===== config.mk =====
export PLATFORM = sky130hd
export DESIGN_NAME = mcc_clock_controller
export DESIGN_NICKNAME = d
export VERILOG_FILES = /design/src/mcc_pkg.sv /design/src/mcc_clock_controller.sv
export SDC_FILE = /design/constraint.sdc
export NUM_CORES = 1
export LEC_CHECK = 0
export BUFFER_PORTS_ARGS = -buffer_cell sky130_fd_sc_hd__buf_2
export CORE_ASPECT_RATIO = 0.75
export CORE_MARGIN = 5
export CORE_UTILIZATION = 40
export DETAILED_ROUTE_END_ITERATION = 7
export GPL_TIMING_DRIVEN = 0
export MAX_ROUTING_LAYER = met4
export PLACE_DENSITY = 0.69
export SYNTH_ARGS = -nofsm -noshare
export SYNTH_HDL_FRONTEND = slang
export SYNTH_SLANG_ARGS = --single-unit

===== constraint.sdc =====
create_clock -name clock -period 3.2 [get_ports clock]
set_input_delay 0.48 -clock clock [delete_from_list [all_inputs] [get_ports clock]]
set_output_delay 0.48 -clock clock [all_outputs]
set_load 0.01 [all_outputs]

===== src/mcc_pkg.sv =====
// Package of register offsets, field positions, reset values and timing counts.
package mcc_pkg;
   localparam logic [1:0] ADDR_CTRL_STATUS = 2'h0;
   localparam logic [1:0] ADDR_TONE        = 2'h1;
   localparam logic [1:0] ADDR_IRQ_STATUS  = 2'h2;
   localparam logic [1:0] ADDR_IRQ_MASK    = 2'h3;
   localparam int BIT_CLK_OUT   = 7;
   localparam int BIT_DIV_HI    = 6;
   localparam int BIT_DIV_LO    = 5;
   localparam int BIT_SLOW      = 4;
   localparam int BIT_PER_HI    = 3;
   localparam int BIT_PER_LO    = 2;
   localparam int BIT_PER_IE    = 1;
   localparam int BIT_PER_FLAG  = 0;
   localparam logic [7:0] CTRL_RESET = 8'h00;
   localparam logic [7:0] TONE_RESET = 8'h00;
   localparam logic [1:0] TONE_FIELD_MASK = 2'h3;
   localparam int PERIOD_0 = 16000;
   localparam int PERIOD_1 = 32000;
   localparam int PERIOD_2 = 80000;
   localparam int PERIOD_3 = 200000;
   localparam int CLOCK_HZ = 100000000;
   localparam int TONE_2K_HZ  = 2000;
   localparam int TONE_1K_HZ  = 1000;
   localparam int TONE_500_HZ = 500;
   localparam int TONE_HALF_2K  = CLOCK_HZ / (2 * TONE_2K_HZ);
   localparam int TONE_HALF_1K  = CLOCK_HZ / (2 * TONE_1K_HZ);
   localparam int TONE_HALF_500 = CLOCK_HZ / (2 * TONE_500_HZ);
endpackage : mcc_pkg


===== src/mcc_clock_controller.sv =====
// Main clock controller: core clock prescaler, clock out, time base, tone.
//
// Contract
// - Prescaler, clock out, time base and tone run independently and together.
// - Slow select clear gives core clock equal to oscillator clock.
// - Slow mode divides by 2, 4, 8 or 16 per divider select.
// - Clock out select drives the clock onto the pin, else pin free.
// - Clock out pin stops toggling during active halt.
// - Time base period is 16000, 32000, 80000 or 200000 cycles.
// - A new period selection applies only after the current period ends.
// - Period flag sets on period end, clears when status register is read.
// - Interrupt request asserted while flag and enable are both set.
// - Halt with enable set enters active halt instead of full halt.
// - Wait mode leaves the block running; period interrupt exits wait.
// - Active halt keeps counter running, freezes registers, irq wakes.
// - Full halt freezes counter and registers until external wake.
// - Period interrupt wakes from wait and active halt, never full halt.
// - Tone pin drives one of three selectable tones as alternate function.
// - Tone select: off, about 2 kHz, 1 kHz, 500 Hz, half duty.
// - Control and status register resets to all zeros.
module mcc_clock_controller #(
   parameter int PERIOD_COUNT_0 = mcc_pkg::PERIOD_0,
   parameter int PERIOD_COUNT_1 = mcc_pkg::PERIOD_1,
   parameter int PERIOD_COUNT_2 = mcc_pkg::PERIOD_2,
   parameter int PERIOD_COUNT_3 = mcc_pkg::PERIOD_3
) (
   input  wire logic       clock,
   input  wire logic       rst,
   input  wire logic [1:0] regAddr,
   input  wire logic [7:0] regWrData,
   input  wire logic       regWrite,
   input  wire logic       regRead,
   output logic      [7:0] regRdData,
   input  wire logic       haltRequest,
   input  wire logic       wakeExternal,
   input  wire logic       waitMode,
   output logic            coreClockEnable,
   output logic            clockOutPin,
   output logic            clockOutEnable,
   output logic            tonePin,
   output logic            toneEnable,
   output logic            periodIrq,
   output logic            activeHalt,
   output logic            fullHalt,
   output logic            wakeRequest,
   output logic            irqOut
);
   typedef enum logic [1:0] {MCC_RUN, MCC_ACTIVE_HALT, MCC_FULL_HALT} mcc_pwr_t;

   mcc_pwr_t    pwr_r;
   mcc_pwr_t    pwr_nxt;
   logic [7:0]  ctrl_r;
   logic [1:0]  tone_r;
   logic [1:0]  irqStat_r;
   logic [1:0]  irqMask_r;
   logic [17:0] perCnt_r;
   logic [1:0]  perSel_r;
   logic [3:0]  preCnt_r;
   logic        coreEn_r;
   logic        clkOut_r;
   logic [16:0] toneCnt_r;
   logic        tone_r_lvl;
   logic [7:0]  rdData_r;
   logic [1:0]  wakeExtSync_r;
   logic [1:0]  haltSync_r;
   logic        haltSeen_r;

   wire         haltReqS   = haltSync_r[1];
   wire         wakeExtS   = wakeExtSync_r[1];
   wire         regsFrozen = (pwr_r != MCC_RUN);
   wire         cntRunning = (pwr_r != MCC_FULL_HALT);
   wire         wrCtrl     = regWrite && !regsFrozen
                             && regAddr == mcc_pkg::ADDR_CTRL_STATUS;
   wire         wrTone     = regWrite && !regsFrozen
                             && regAddr == mcc_pkg::ADDR_TONE;
   wire         wrMask     = regWrite && !regsFrozen
                             && regAddr == mcc_pkg::ADDR_IRQ_MASK;
   wire         rdCtrl     = regRead && regAddr == mcc_pkg::ADDR_CTRL_STATUS;
   wire         rdIrqStat  = regRead && regAddr == mcc_pkg::ADDR_IRQ_STATUS;
   wire [1:0]   slowSel    = ctrl_r[mcc_pkg::BIT_DIV_HI:mcc_pkg::BIT_DIV_LO];
   wire [1:0]   perSelNew  = ctrl_r[mcc_pkg::BIT_PER_HI:mcc_pkg::BIT_PER_LO];
   wire         perIe      = ctrl_r[mcc_pkg::BIT_PER_IE];
   wire         perFlag    = ctrl_r[mcc_pkg::BIT_PER_FLAG];
   wire         slowMode   = ctrl_r[mcc_pkg::BIT_SLOW];

   // Terminal count of the period in progress, not of the newest write.
   wire [17:0]  perTerm =
      (perSel_r == 2'h0) ? 18'(PERIOD_COUNT_0 - 1) :
      (perSel_r == 2'h1) ? 18'(PERIOD_COUNT_1 - 1) :
      (perSel_r == 2'h2) ? 18'(PERIOD_COUNT_2 - 1) :
                           18'(PERIOD_COUNT_3 - 1);
   wire         perEvent = cntRunning && perCnt_r == perTerm;

   // Slow-mode division: enable once every 2^(sel+1) oscillator cycles.
   wire [3:0]   preMask = (4'h2 << slowSel) - 4'h1;
   wire         preWrap = (preCnt_r & preMask) == preMask;

   wire [16:0]  toneHalf =
      (tone_r == 2'h1) ? 17'(mcc_pkg::TONE_HALF_2K - 1) :
      (tone_r == 2'h2) ? 17'(mcc_pkg::TONE_HALF_1K - 1) :
                         17'(mcc_pkg::TONE_HALF_500 - 1);
   wire         toneOn  = tone_r != 2'h0;

   wire [7:0]   rdMux =
      (regAddr == mcc_pkg::ADDR_CTRL_STATUS) ? ctrl_r :
      (regAddr == mcc_pkg::ADDR_TONE)        ? {6'h00, tone_r} :
      (regAddr == mcc_pkg::ADDR_IRQ_STATUS)  ? {6'h00, irqStat_r} :
                                               {6'h00, irqMask_r};

   always_ff @(posedge clock) begin
      if (rst) begin
         wakeExtSync_r <= 2'h0;
         haltSync_r    <= 2'h0;
         haltSeen_r    <= 1'b0;
      end else begin
         wakeExtSync_r <= {wakeExtSync_r[0], wakeExternal};
         haltSync_r    <= {haltSync_r[0], haltRequest};
         haltSeen_r    <= haltReqS;
      end
   end

   wire haltEdge = haltReqS && !haltSeen_r;

   always_comb begin
      pwr_nxt = pwr_r;
      case (pwr_r)
         MCC_RUN: begin
            if (haltEdge) begin
               pwr_nxt = perIe ? MCC_ACTIVE_HALT : MCC_FULL_HALT;
            end
         end
         MCC_ACTIVE_HALT: begin
            if (periodIrq || wakeExtS) begin
               pwr_nxt = MCC_RUN;
            end
         end
         MCC_FULL_HALT: begin
            if (wakeExtS) begin
               pwr_nxt = MCC_RUN;
            end
         end
         default: pwr_nxt = MCC_RUN;
      endcase
   end

   always_ff @(posedge clock) begin
      if (rst) begin
         pwr_r <= MCC_RUN;
      end else begin
         pwr_r <= pwr_nxt;
      end
   end

   // Control register; the hardware flag set wins over a clearing read.
   always_ff @(posedge clock) begin
      if (rst) begin
         ctrl_r <= mcc_pkg::CTRL_RESET;
      end else begin
         if (wrCtrl) begin
            ctrl_r[7:1] <= regWrData[7:1];
         end
         if (perEvent) begin
            ctrl_r[mcc_pkg::BIT_PER_FLAG] <= 1'b1;
         end else if (rdCtrl) begin
            ctrl_r[mcc_pkg::BIT_PER_FLAG] <= 1'b0;
         end
      end
   end

   always_ff @(posedge clock) begin
      if (rst) begin
         tone_r    <= mcc_pkg::TONE_RESET[1:0];
         irqMask_r <= 2'h0;
      end else begin
         if (wrTone) begin
            tone_r <= regWrData[1:0] & mcc_pkg::TONE_FIELD_MASK;
         end
         if (wrMask) begin
            irqMask_r <= regWrData[1:0];
         end
      end
   end

   // Sticky status: bit 0 period event, bit 1 wake from active halt.
   wire [1:0] irqSet = {pwr_r == MCC_ACTIVE_HALT && pwr_nxt == MCC_RUN,
                        perEvent};
   always_ff @(posedge clock) begin
      if (rst) begin
         irqStat_r <= 2'h0;
      end else begin
         irqStat_r <= (rdIrqStat ? 2'h0 : irqStat_r) | irqSet;
      end
   end
   assign irqOut = |(irqStat_r & irqMask_r);

   // Time base counter; it runs in run, wait and active halt.
   always_ff @(posedge clock) begin
      if (rst) begin
         perCnt_r <= 18'h0;
         perSel_r <= 2'h0;
      end else if (perEvent) begin
         perCnt_r <= 18'h0;
         perSel_r <= perSelNew;
      end else if (cntRunning) begin
         perCnt_r <= perCnt_r + 18'h1;
      end
   end

   // Core clock enable from the prescaler, independent of other functions.
   always_ff @(posedge clock) begin
      if (rst) begin
         preCnt_r <= 4'h0;
         coreEn_r <= 1'b1;
      end else begin
         preCnt_r <= preCnt_r + 4'h1;
         coreEn_r <= slowMode ? preWrap : 1'b1;
      end
   end
   assign coreClockEnable = coreEn_r && pwr_r == MCC_RUN;

   // Clock out toggles at half rate and holds during active halt.
   always_ff @(posedge clock) begin
      if (rst) begin
         clkOut_r <= 1'b0;
      end else if (ctrl_r[mcc_pkg::BIT_CLK_OUT] && pwr_r == MCC_RUN) begin
         clkOut_r <= ~clkOut_r;
      end else if (!ctrl_r[mcc_pkg::BIT_CLK_OUT]) begin
         clkOut_r <= 1'b0;
      end
   end
   assign clockOutPin    = clkOut_r;
   assign clockOutEnable = !ctrl_r[mcc_pkg::BIT_CLK_OUT];

   // Tone generator, half-period counter, still running in active halt.
   always_ff @(posedge clock) begin
      if (rst) begin
         toneCnt_r  <= 17'h0;
         tone_r_lvl <= 1'b0;
      end else if (!toneOn || pwr_r == MCC_FULL_HALT) begin
         toneCnt_r  <= 17'h0;
         tone_r_lvl <= 1'b0;
      end else if (toneCnt_r >= toneHalf) begin
         toneCnt_r  <= 17'h0;
         tone_r_lvl <= ~tone_r_lvl;
      end else begin
         toneCnt_r <= toneCnt_r + 17'h1;
      end
   end
   assign tonePin    = tone_r_lvl;
   assign toneEnable = !toneOn;

   always_ff @(posedge clock) begin
      if (rst) begin
         rdData_r <= 8'h00;
      end else begin
         rdData_r <= regRead ? rdMux : 8'h00;
      end
   end
   assign regRdData = rdData_r;

   assign periodIrq   = perFlag && perIe;
   assign activeHalt  = pwr_r == MCC_ACTIVE_HALT;
   assign fullHalt    = pwr_r == MCC_FULL_HALT;
   assign wakeRequest = periodIrq && (waitMode || activeHalt);
endmodule : mcc_clock_controller


==> flow_metrics.tcl, run 1 <==
set metrics [dict create \
    nNetsFinal 453 \
    grt_pass1_vias 2658 \
    min_path_type "primary input to flip-flop" \
    r2r_start "tone_r[0]" \
    cts_buffers 9 \
    post_drt_wl_per_cell_um 13.4 \
    ys_seq_area_share_pct 43.1 \
    fmax_mhz 347 \
    yosysTopAreaCell "dfxtp_1" \
    ios 35 \
    p_leak_nw 1.58 \
    clk_pin_slew_ns 0.06 \
    setup_viol 0 \
    fillers 804 \
    crit_top_cell "ha_1" \
    die_y_um 89.7 \
    cts_tree "yes" \
    initial_core_util_pct 40.6 \
    async_reset_ff_share_pct 0 \
    cp_data_required_time_ns 3.40 \
    syn_to_final_growth_pct 19.2 \
    cp_max_fo 10 \
    synth_nets 407 \
    yosysWarnings 0 \
    drc 0 \
    cp.arrival_ns 3.09 \
    grt_setup_unrepaired "false" \
    drive_gt1_share_pct 14.3 \
    track_usage_pct 15.4 \
    antenna_found_initial 0 \
    synth_flop_cell "dfxtp_1" \
    cp-start-kind "flip-flop" \
    relSlewSlack_pct 59.2 \
    dieWidth_um 116 \
    place_congestion 0.812 \
    worst_path_largest_cell_delay_ns 0.44 \
    fin_util_pct 48.4 \
    synth_top_area_share_pct 43.1 \
    vias 2697 \
    vias_per_cell 5.03 \
    period_needed_ns 2.88 \
    grt-ovfl-total 0 \
    cts_root_buffer "clkbuf_16" \
    maxCapViolCount 0 \
    min_from "wakeExternal" \
    tns_ns 0 \
    io_buffers 33 \
    dp_hpwl_um 5230 \
    synth.avg_cell_area_um2 8.98 \
    netlist_area_mm2 0.00339 \
    drtIter0Drc 65 \
    worst_pin_slew_ns 0.608 \
    worst-setup-path-type "flip-flop to flip-flop" \
    maxSlewViolCount 0 \
    p_per_area_mw_per_mm2 537 \
    first_pass_iters 4 \
    grt_max_degree 15 \
    fin_crit_sh_pct 90.0 \
    status "completed" \
    synthCells 377 \
    htree_levels 3 \
    slowest_stage "ha_1" \
    ant_nets 0 \
    antenna_cells 0 \
    max-vdd-ir-drop_v 0.000386 \
    final_cell_mix "dfxtp_1 (73), nor2_1 (68), buf_2 (33)" \
    critPathLaunch "tone_r[0]" \
    clock_path_buffers 2 \
    layout_commonest_cell "dfxtp_1" \
    drt_wl_total_um 7160 \
    clock-sinks 73 \
    ys_seq_elements 73 \
    grt_pass1_wl_um 12400 \
    total_power_mw 2.17 \
    dieArea_mm2 0.0104 \
    worstPathCellList "inv_1, ha_1, ha_1, o21ai_0, a31oi_1, a21oi_1, o31a_1, o211ai_1, buf_4, clkbuf_1, nor2_1" \
    core_area_mm2 0.00835 \
    synth_edf_count 0 \
    synth_area_leaders "dfxtp_1 (43%), nor2_1 (7.5%), xor2_1 (5.9%), ha_1 (4.8%), xnor2_1 (4.1%)" \
    clk_latency_ns 0.34 \
    skew_ns 0.00904 \
    cp-end-kind "flip-flop" \
    final_hold_viol_count 0 \
    row_count 29 \
    synth.distinct_cells 44 \
]
==> kinds of logic (layout without fill, tap and decap cells) <==
| logic type | count (synthesis) | after routing | synth area share (%) |
|---|---|---|---|
| DFF | 73 | 73 | 43.1 |
| muxes | 14 | 14 | 4.88 |
| and+or+nand+nor | 171 | 171 | 24.7 |
| adders and majority gates | 15 | 15 | 5.39 |
| AOI/OAI and AO/OA | 38 | 38 | 7.83 |
| xor gates and xnor gates | 39 | 39 | 10.1 |
| buffers and inverters | 27 | 78 | 3.99 |
==> final cells by class <==
| cell class | count | area [um^2] | share of cell area [%] |
|---|---|---|---|
| buffer | 13 | 80.1 | 1.98 |
| clock buffer | 10 | 239 | 5.92 |
| clock inverter | 6 | 95.1 | 2.36 |
| inverter | 14 | 55.1 | 1.36 |
| multi-input combinational | 277 | 1790 | 44.4 |
| sequential | 73 | 1460 | 36.2 |
| tap | 108 | 135 | 3.35 |
| timing repair buffer | 35 | 180 | 4.46 |
==> repair_timing <==
| item | in CTS | in global routing |
|---|---|---|
| setup buffers | 0 | 2 |
| setup endpoints to repair | 0 | 10 |
| hold buffers | 0 | 0 |
| gates resized for setup | 0 | 0 |
==> worst max-delay path, delay by kind of cell (launching register included) <==
kind / cells / cell delay [ns]
flip-flops: 1 / 0.41
adder cells (fa/ha/maj): 2 / 0.76
AND/OR/NAND/NOR: 1 / 0.11
AO/OA/AOI/OAI: 5 / 0.81
buffers and inverters: 3 / 0.66
==> sequential cells by signal, summed over array words and instances (netlist names) <==
name and flops:
irqStat_r 2, pwr_r 2, clockOutPin 1, perCnt_r 18
ctrl_r 8, perSel_r 2, coreEn_r 1, toneCnt_r 17
preCnt_r 4, wakeExtSync_r 2, tonePin 1, haltSeen_r 1
haltSync_r 2, tone_r 2, irqMask_r 2, regRdData 8
==> per-stage QoR <==
stage               cell area (um^2)  cells  hold slack, ns  setup WS (ns)
floorplan                       3390    377           0.391          0.670
global placement                3690    518           0.409          0.182
detailed placement              3690    518           0.414          0.148
CTS                             4020    534           0.345          0.108
global route                    4040    536           0.356          0.106
finish                          4040    536           0.349          0.318
==> worst paths after layout <==
kind | to | slack, ns | depth (start not counted)
max | toneCnt_r[10] | 0.32 | 11
max reg2reg | toneCnt_r[10] | 0.32 | 11
min reg2reg | coreEn_r | 0.43 | 1
min | wakeExtSync_r[0] | 0.35 | 2
==> power breakdown <==
group / total, mW / switching (mW) / internal (mW)
clock: 1.12 / 0.409 / 0.713
combinational: 0.107 / 0.0606 / 0.0468
sequential: 0.940 / 0.0136 / 0.926
total: 2.17 / 0.483 / 1.69
==> synthesized netlist by cell type, drive strengths merged, types with 10 or more instances <==
cell type / count
o21ai: 10
nor2: 68
nand3: 22
a21oi: 13
xnor2: 16
inv: 14
nand2: 24
xor2: 23
mux2i: 12
nor2b: 12
ha: 13
dfxtp: 73
==> per-layer routing <==
layer | vias up | track usage (%) | wire length [um]
met3 | 8 | 4.69 | 355
met4 | 0 | 4.21 | 68
met1 | 1262 | 20.3 | 3560
met2 | 56 | 23.0 | 3170
li1 | 1371 | - | -
met5 | - | - | 0
(Power assumes the default switching activity.)
==> inputs of run 2 (changes only) <==
Settings changed: CORE_ASPECT_RATIO 0.75 to not set.
==> run 2 against run 1 <==
Sequential power about the same. Utilization is 0.72 points lower. Sequential share of layout area increased by 1.1 points. Critical path type unchanged. Critical endpoint is now toneCnt_r[11]. Largest cell class unchanged. Largest power group is now sequential cells. Highest routed layer unchanged.
==> flow_metrics.tcl, run 2 (synthesis gave the netlist of run 1 again) <==
set metrics [dict create \
    status "completed" \
    grt_pass1_vias 2567 \
    reg.largest.list "perCnt_r (18), toneCnt_r (17)" \
    largest-register "perCnt_r" \
    final_cell_mix "dfxtp_1 (73), nor2_1 (68), buf_2 (33)" \
    core_area_mm2 0.00822 \
    worst-setup-path-type "flip-flop to flip-flop" \
    row_count 33 \
    cts.repair.resized 0 \
    clock_path_buffers 2 \
    drive_gt1_share_pct 14.5 \
    skew_ns 0.0104 \
    dp_hpwl_um 4970 \
    postCtsHoldBufs 0 \
    syn_to_final_growth_pct 15.6 \
    track_usage_pct 14.7 \
    seq_area_mm2 0.00146 \
    initial_core_util_pct 41.2 \
    p_per_area_mw_per_mm2 461 \
    relSlewSlack_pct 60.7 \
    nNetsFinal 454 \
    fmax_mhz 352 \
    cts_tree "yes" \
    cts_setup_buffers 0 \
    clock-sinks 73 \
    ant_nets 0 \
    period_needed_ns 2.84 \
    grt_pass1_wl_um 11900 \
    dieWidth_um 102 \
    ios 35 \
    setup_viol 0 \
    min_from "wakeExternal" \
    cts_buffers 9 \
    layout_commonest_cell "dfxtp_1" \
    fin_ws_ns 0.355 \
    total_power_mw 1.81 \
    min_path_type "primary input to flip-flop" \
    r2r_start "tone_r[0]" \
    place_ws_ns 0.0893 \
    clk_latency_ns 0.35 \
    grt_setup_unrepaired "false" \
    whs_endpoint "wakeExtSync_r[0]" \
    cts_root_buffer "clkbuf_8" \
    max-vdd-ir-drop_v 0.000234 \
    reg2regPathDepth 11 \
    critPathLaunch "tone_r[0]" \
    cp-end-kind "flip-flop" \
    cp_data_required_time_ns 3.42 \
    r2r_end "toneCnt_r[11]" \
    final_hold_viol_count 0 \
    antenna_found_initial 0 \
    io_buffers 33 \
    post_drt_wl_per_cell_um 12.7 \
    place_congestion 0.830 \
    cp-start-kind "flip-flop" \
    drc 0 \
    die_y_um 102 \
    first_pass_iters 4 \
    maxSlewViolCount 0 \
    htree_levels 3 \
    worst_pin_slew_ns 0.586 \
    drt_wl_total_um 6800 \
    maxCapViolCount 0 \
    whs_path_depth 2 \
    largest_reg_flops 18 \
    cp.arrival_ns 3.07 \
    worst-r2r-setup-slack_ns 0.36 \
    clk_pin_slew_ns 0.08 \
    fin_crit_sh_pct 88.9 \
    cp_max_fo 10 \
    grt_max_degree 16 \
    fillers 767 \
    p_leak_nw 1.52 \
    vias 2639 \
    multi_input_area_mm2 0.00179 \
    vias_per_cell 4.94 \
    dieArea_mm2 0.0104 \
    grt-ovfl-total 0 \
    tns_ns 0 \
    drtIter0Drc 70 \
    antenna_cells 0 \
]
run 2: critical path, stage by stage, from the launching register on:
cell and delay [ns]:
dfxtp_1 0.39, inv_1 0.08, ha_1 0.43, ha_1 0.32, o21ai_0 0.07, a31oi_1 0.15
a21oi_1 0.09, o31a_1 0.31, o211ai_1 0.20, buf_4 0.19, clkbuf_1 0.38, nor2_1 0.09
run 2: where the power goes:
part | leakage, nW | switching, mW | internal [mW]
clock | 0.107 | 0.384 | 0.376
sequential | 0.591 | 0.0134 | 0.925
combinational | 0.826 | 0.0600 | 0.0471
run 2: worst max path at each step:
stage	end	slack, ns
after detailed placement	toneCnt_r[10]	0.09
after global placement	toneCnt_r[7]	0.15
after floorplan	toneCnt_r[10]	0.67
after CTS	toneCnt_r[11]	0.09
after global routing	toneCnt_r[9]	0.11
final	toneCnt_r[11]	0.36
run 2: metal layers:
layer | track usage (%) | vias to the layer above | routed length (um)
met5 | - | - | 0
met1 | 19.0 | 1216 | 3330
met2 | 22.4 | 36 | 3070
met4 | 6.66 | 0 | 148
met3 | 2.73 | 15 | 254
li1 | - | 1372 | -
run 2: final cells by class:
| cell class | instances | area share [%] |
|---|---|---|
| timing repair buffer | 36 | 4.79 |
| clock inverter | 7 | 2.17 |
| clock buffer | 9 | 3.16 |
| inverter | 14 | 1.41 |
| tap | 105 | 3.36 |
| multi-input combinational | 277 | 45.7 |
| sequential | 73 | 37.3 |
| buffer | 13 | 2.05 |
run 2: through the flow:
stage / area (um^2) / hold WS (ns) / util, % / instances
after global routing: 3920 / 0.342 / 47.6 / 534
after floorplan: 3390 / 0.391 / - / 377
final: 3920 / 0.334 / 47.6 / 534
after detailed placement: 3680 / 0.413 / 44.8 / 515
after global placement: 3680 / 0.408 / 44.8 / 515
after CTS: 3890 / 0.328 / 47.4 / 531
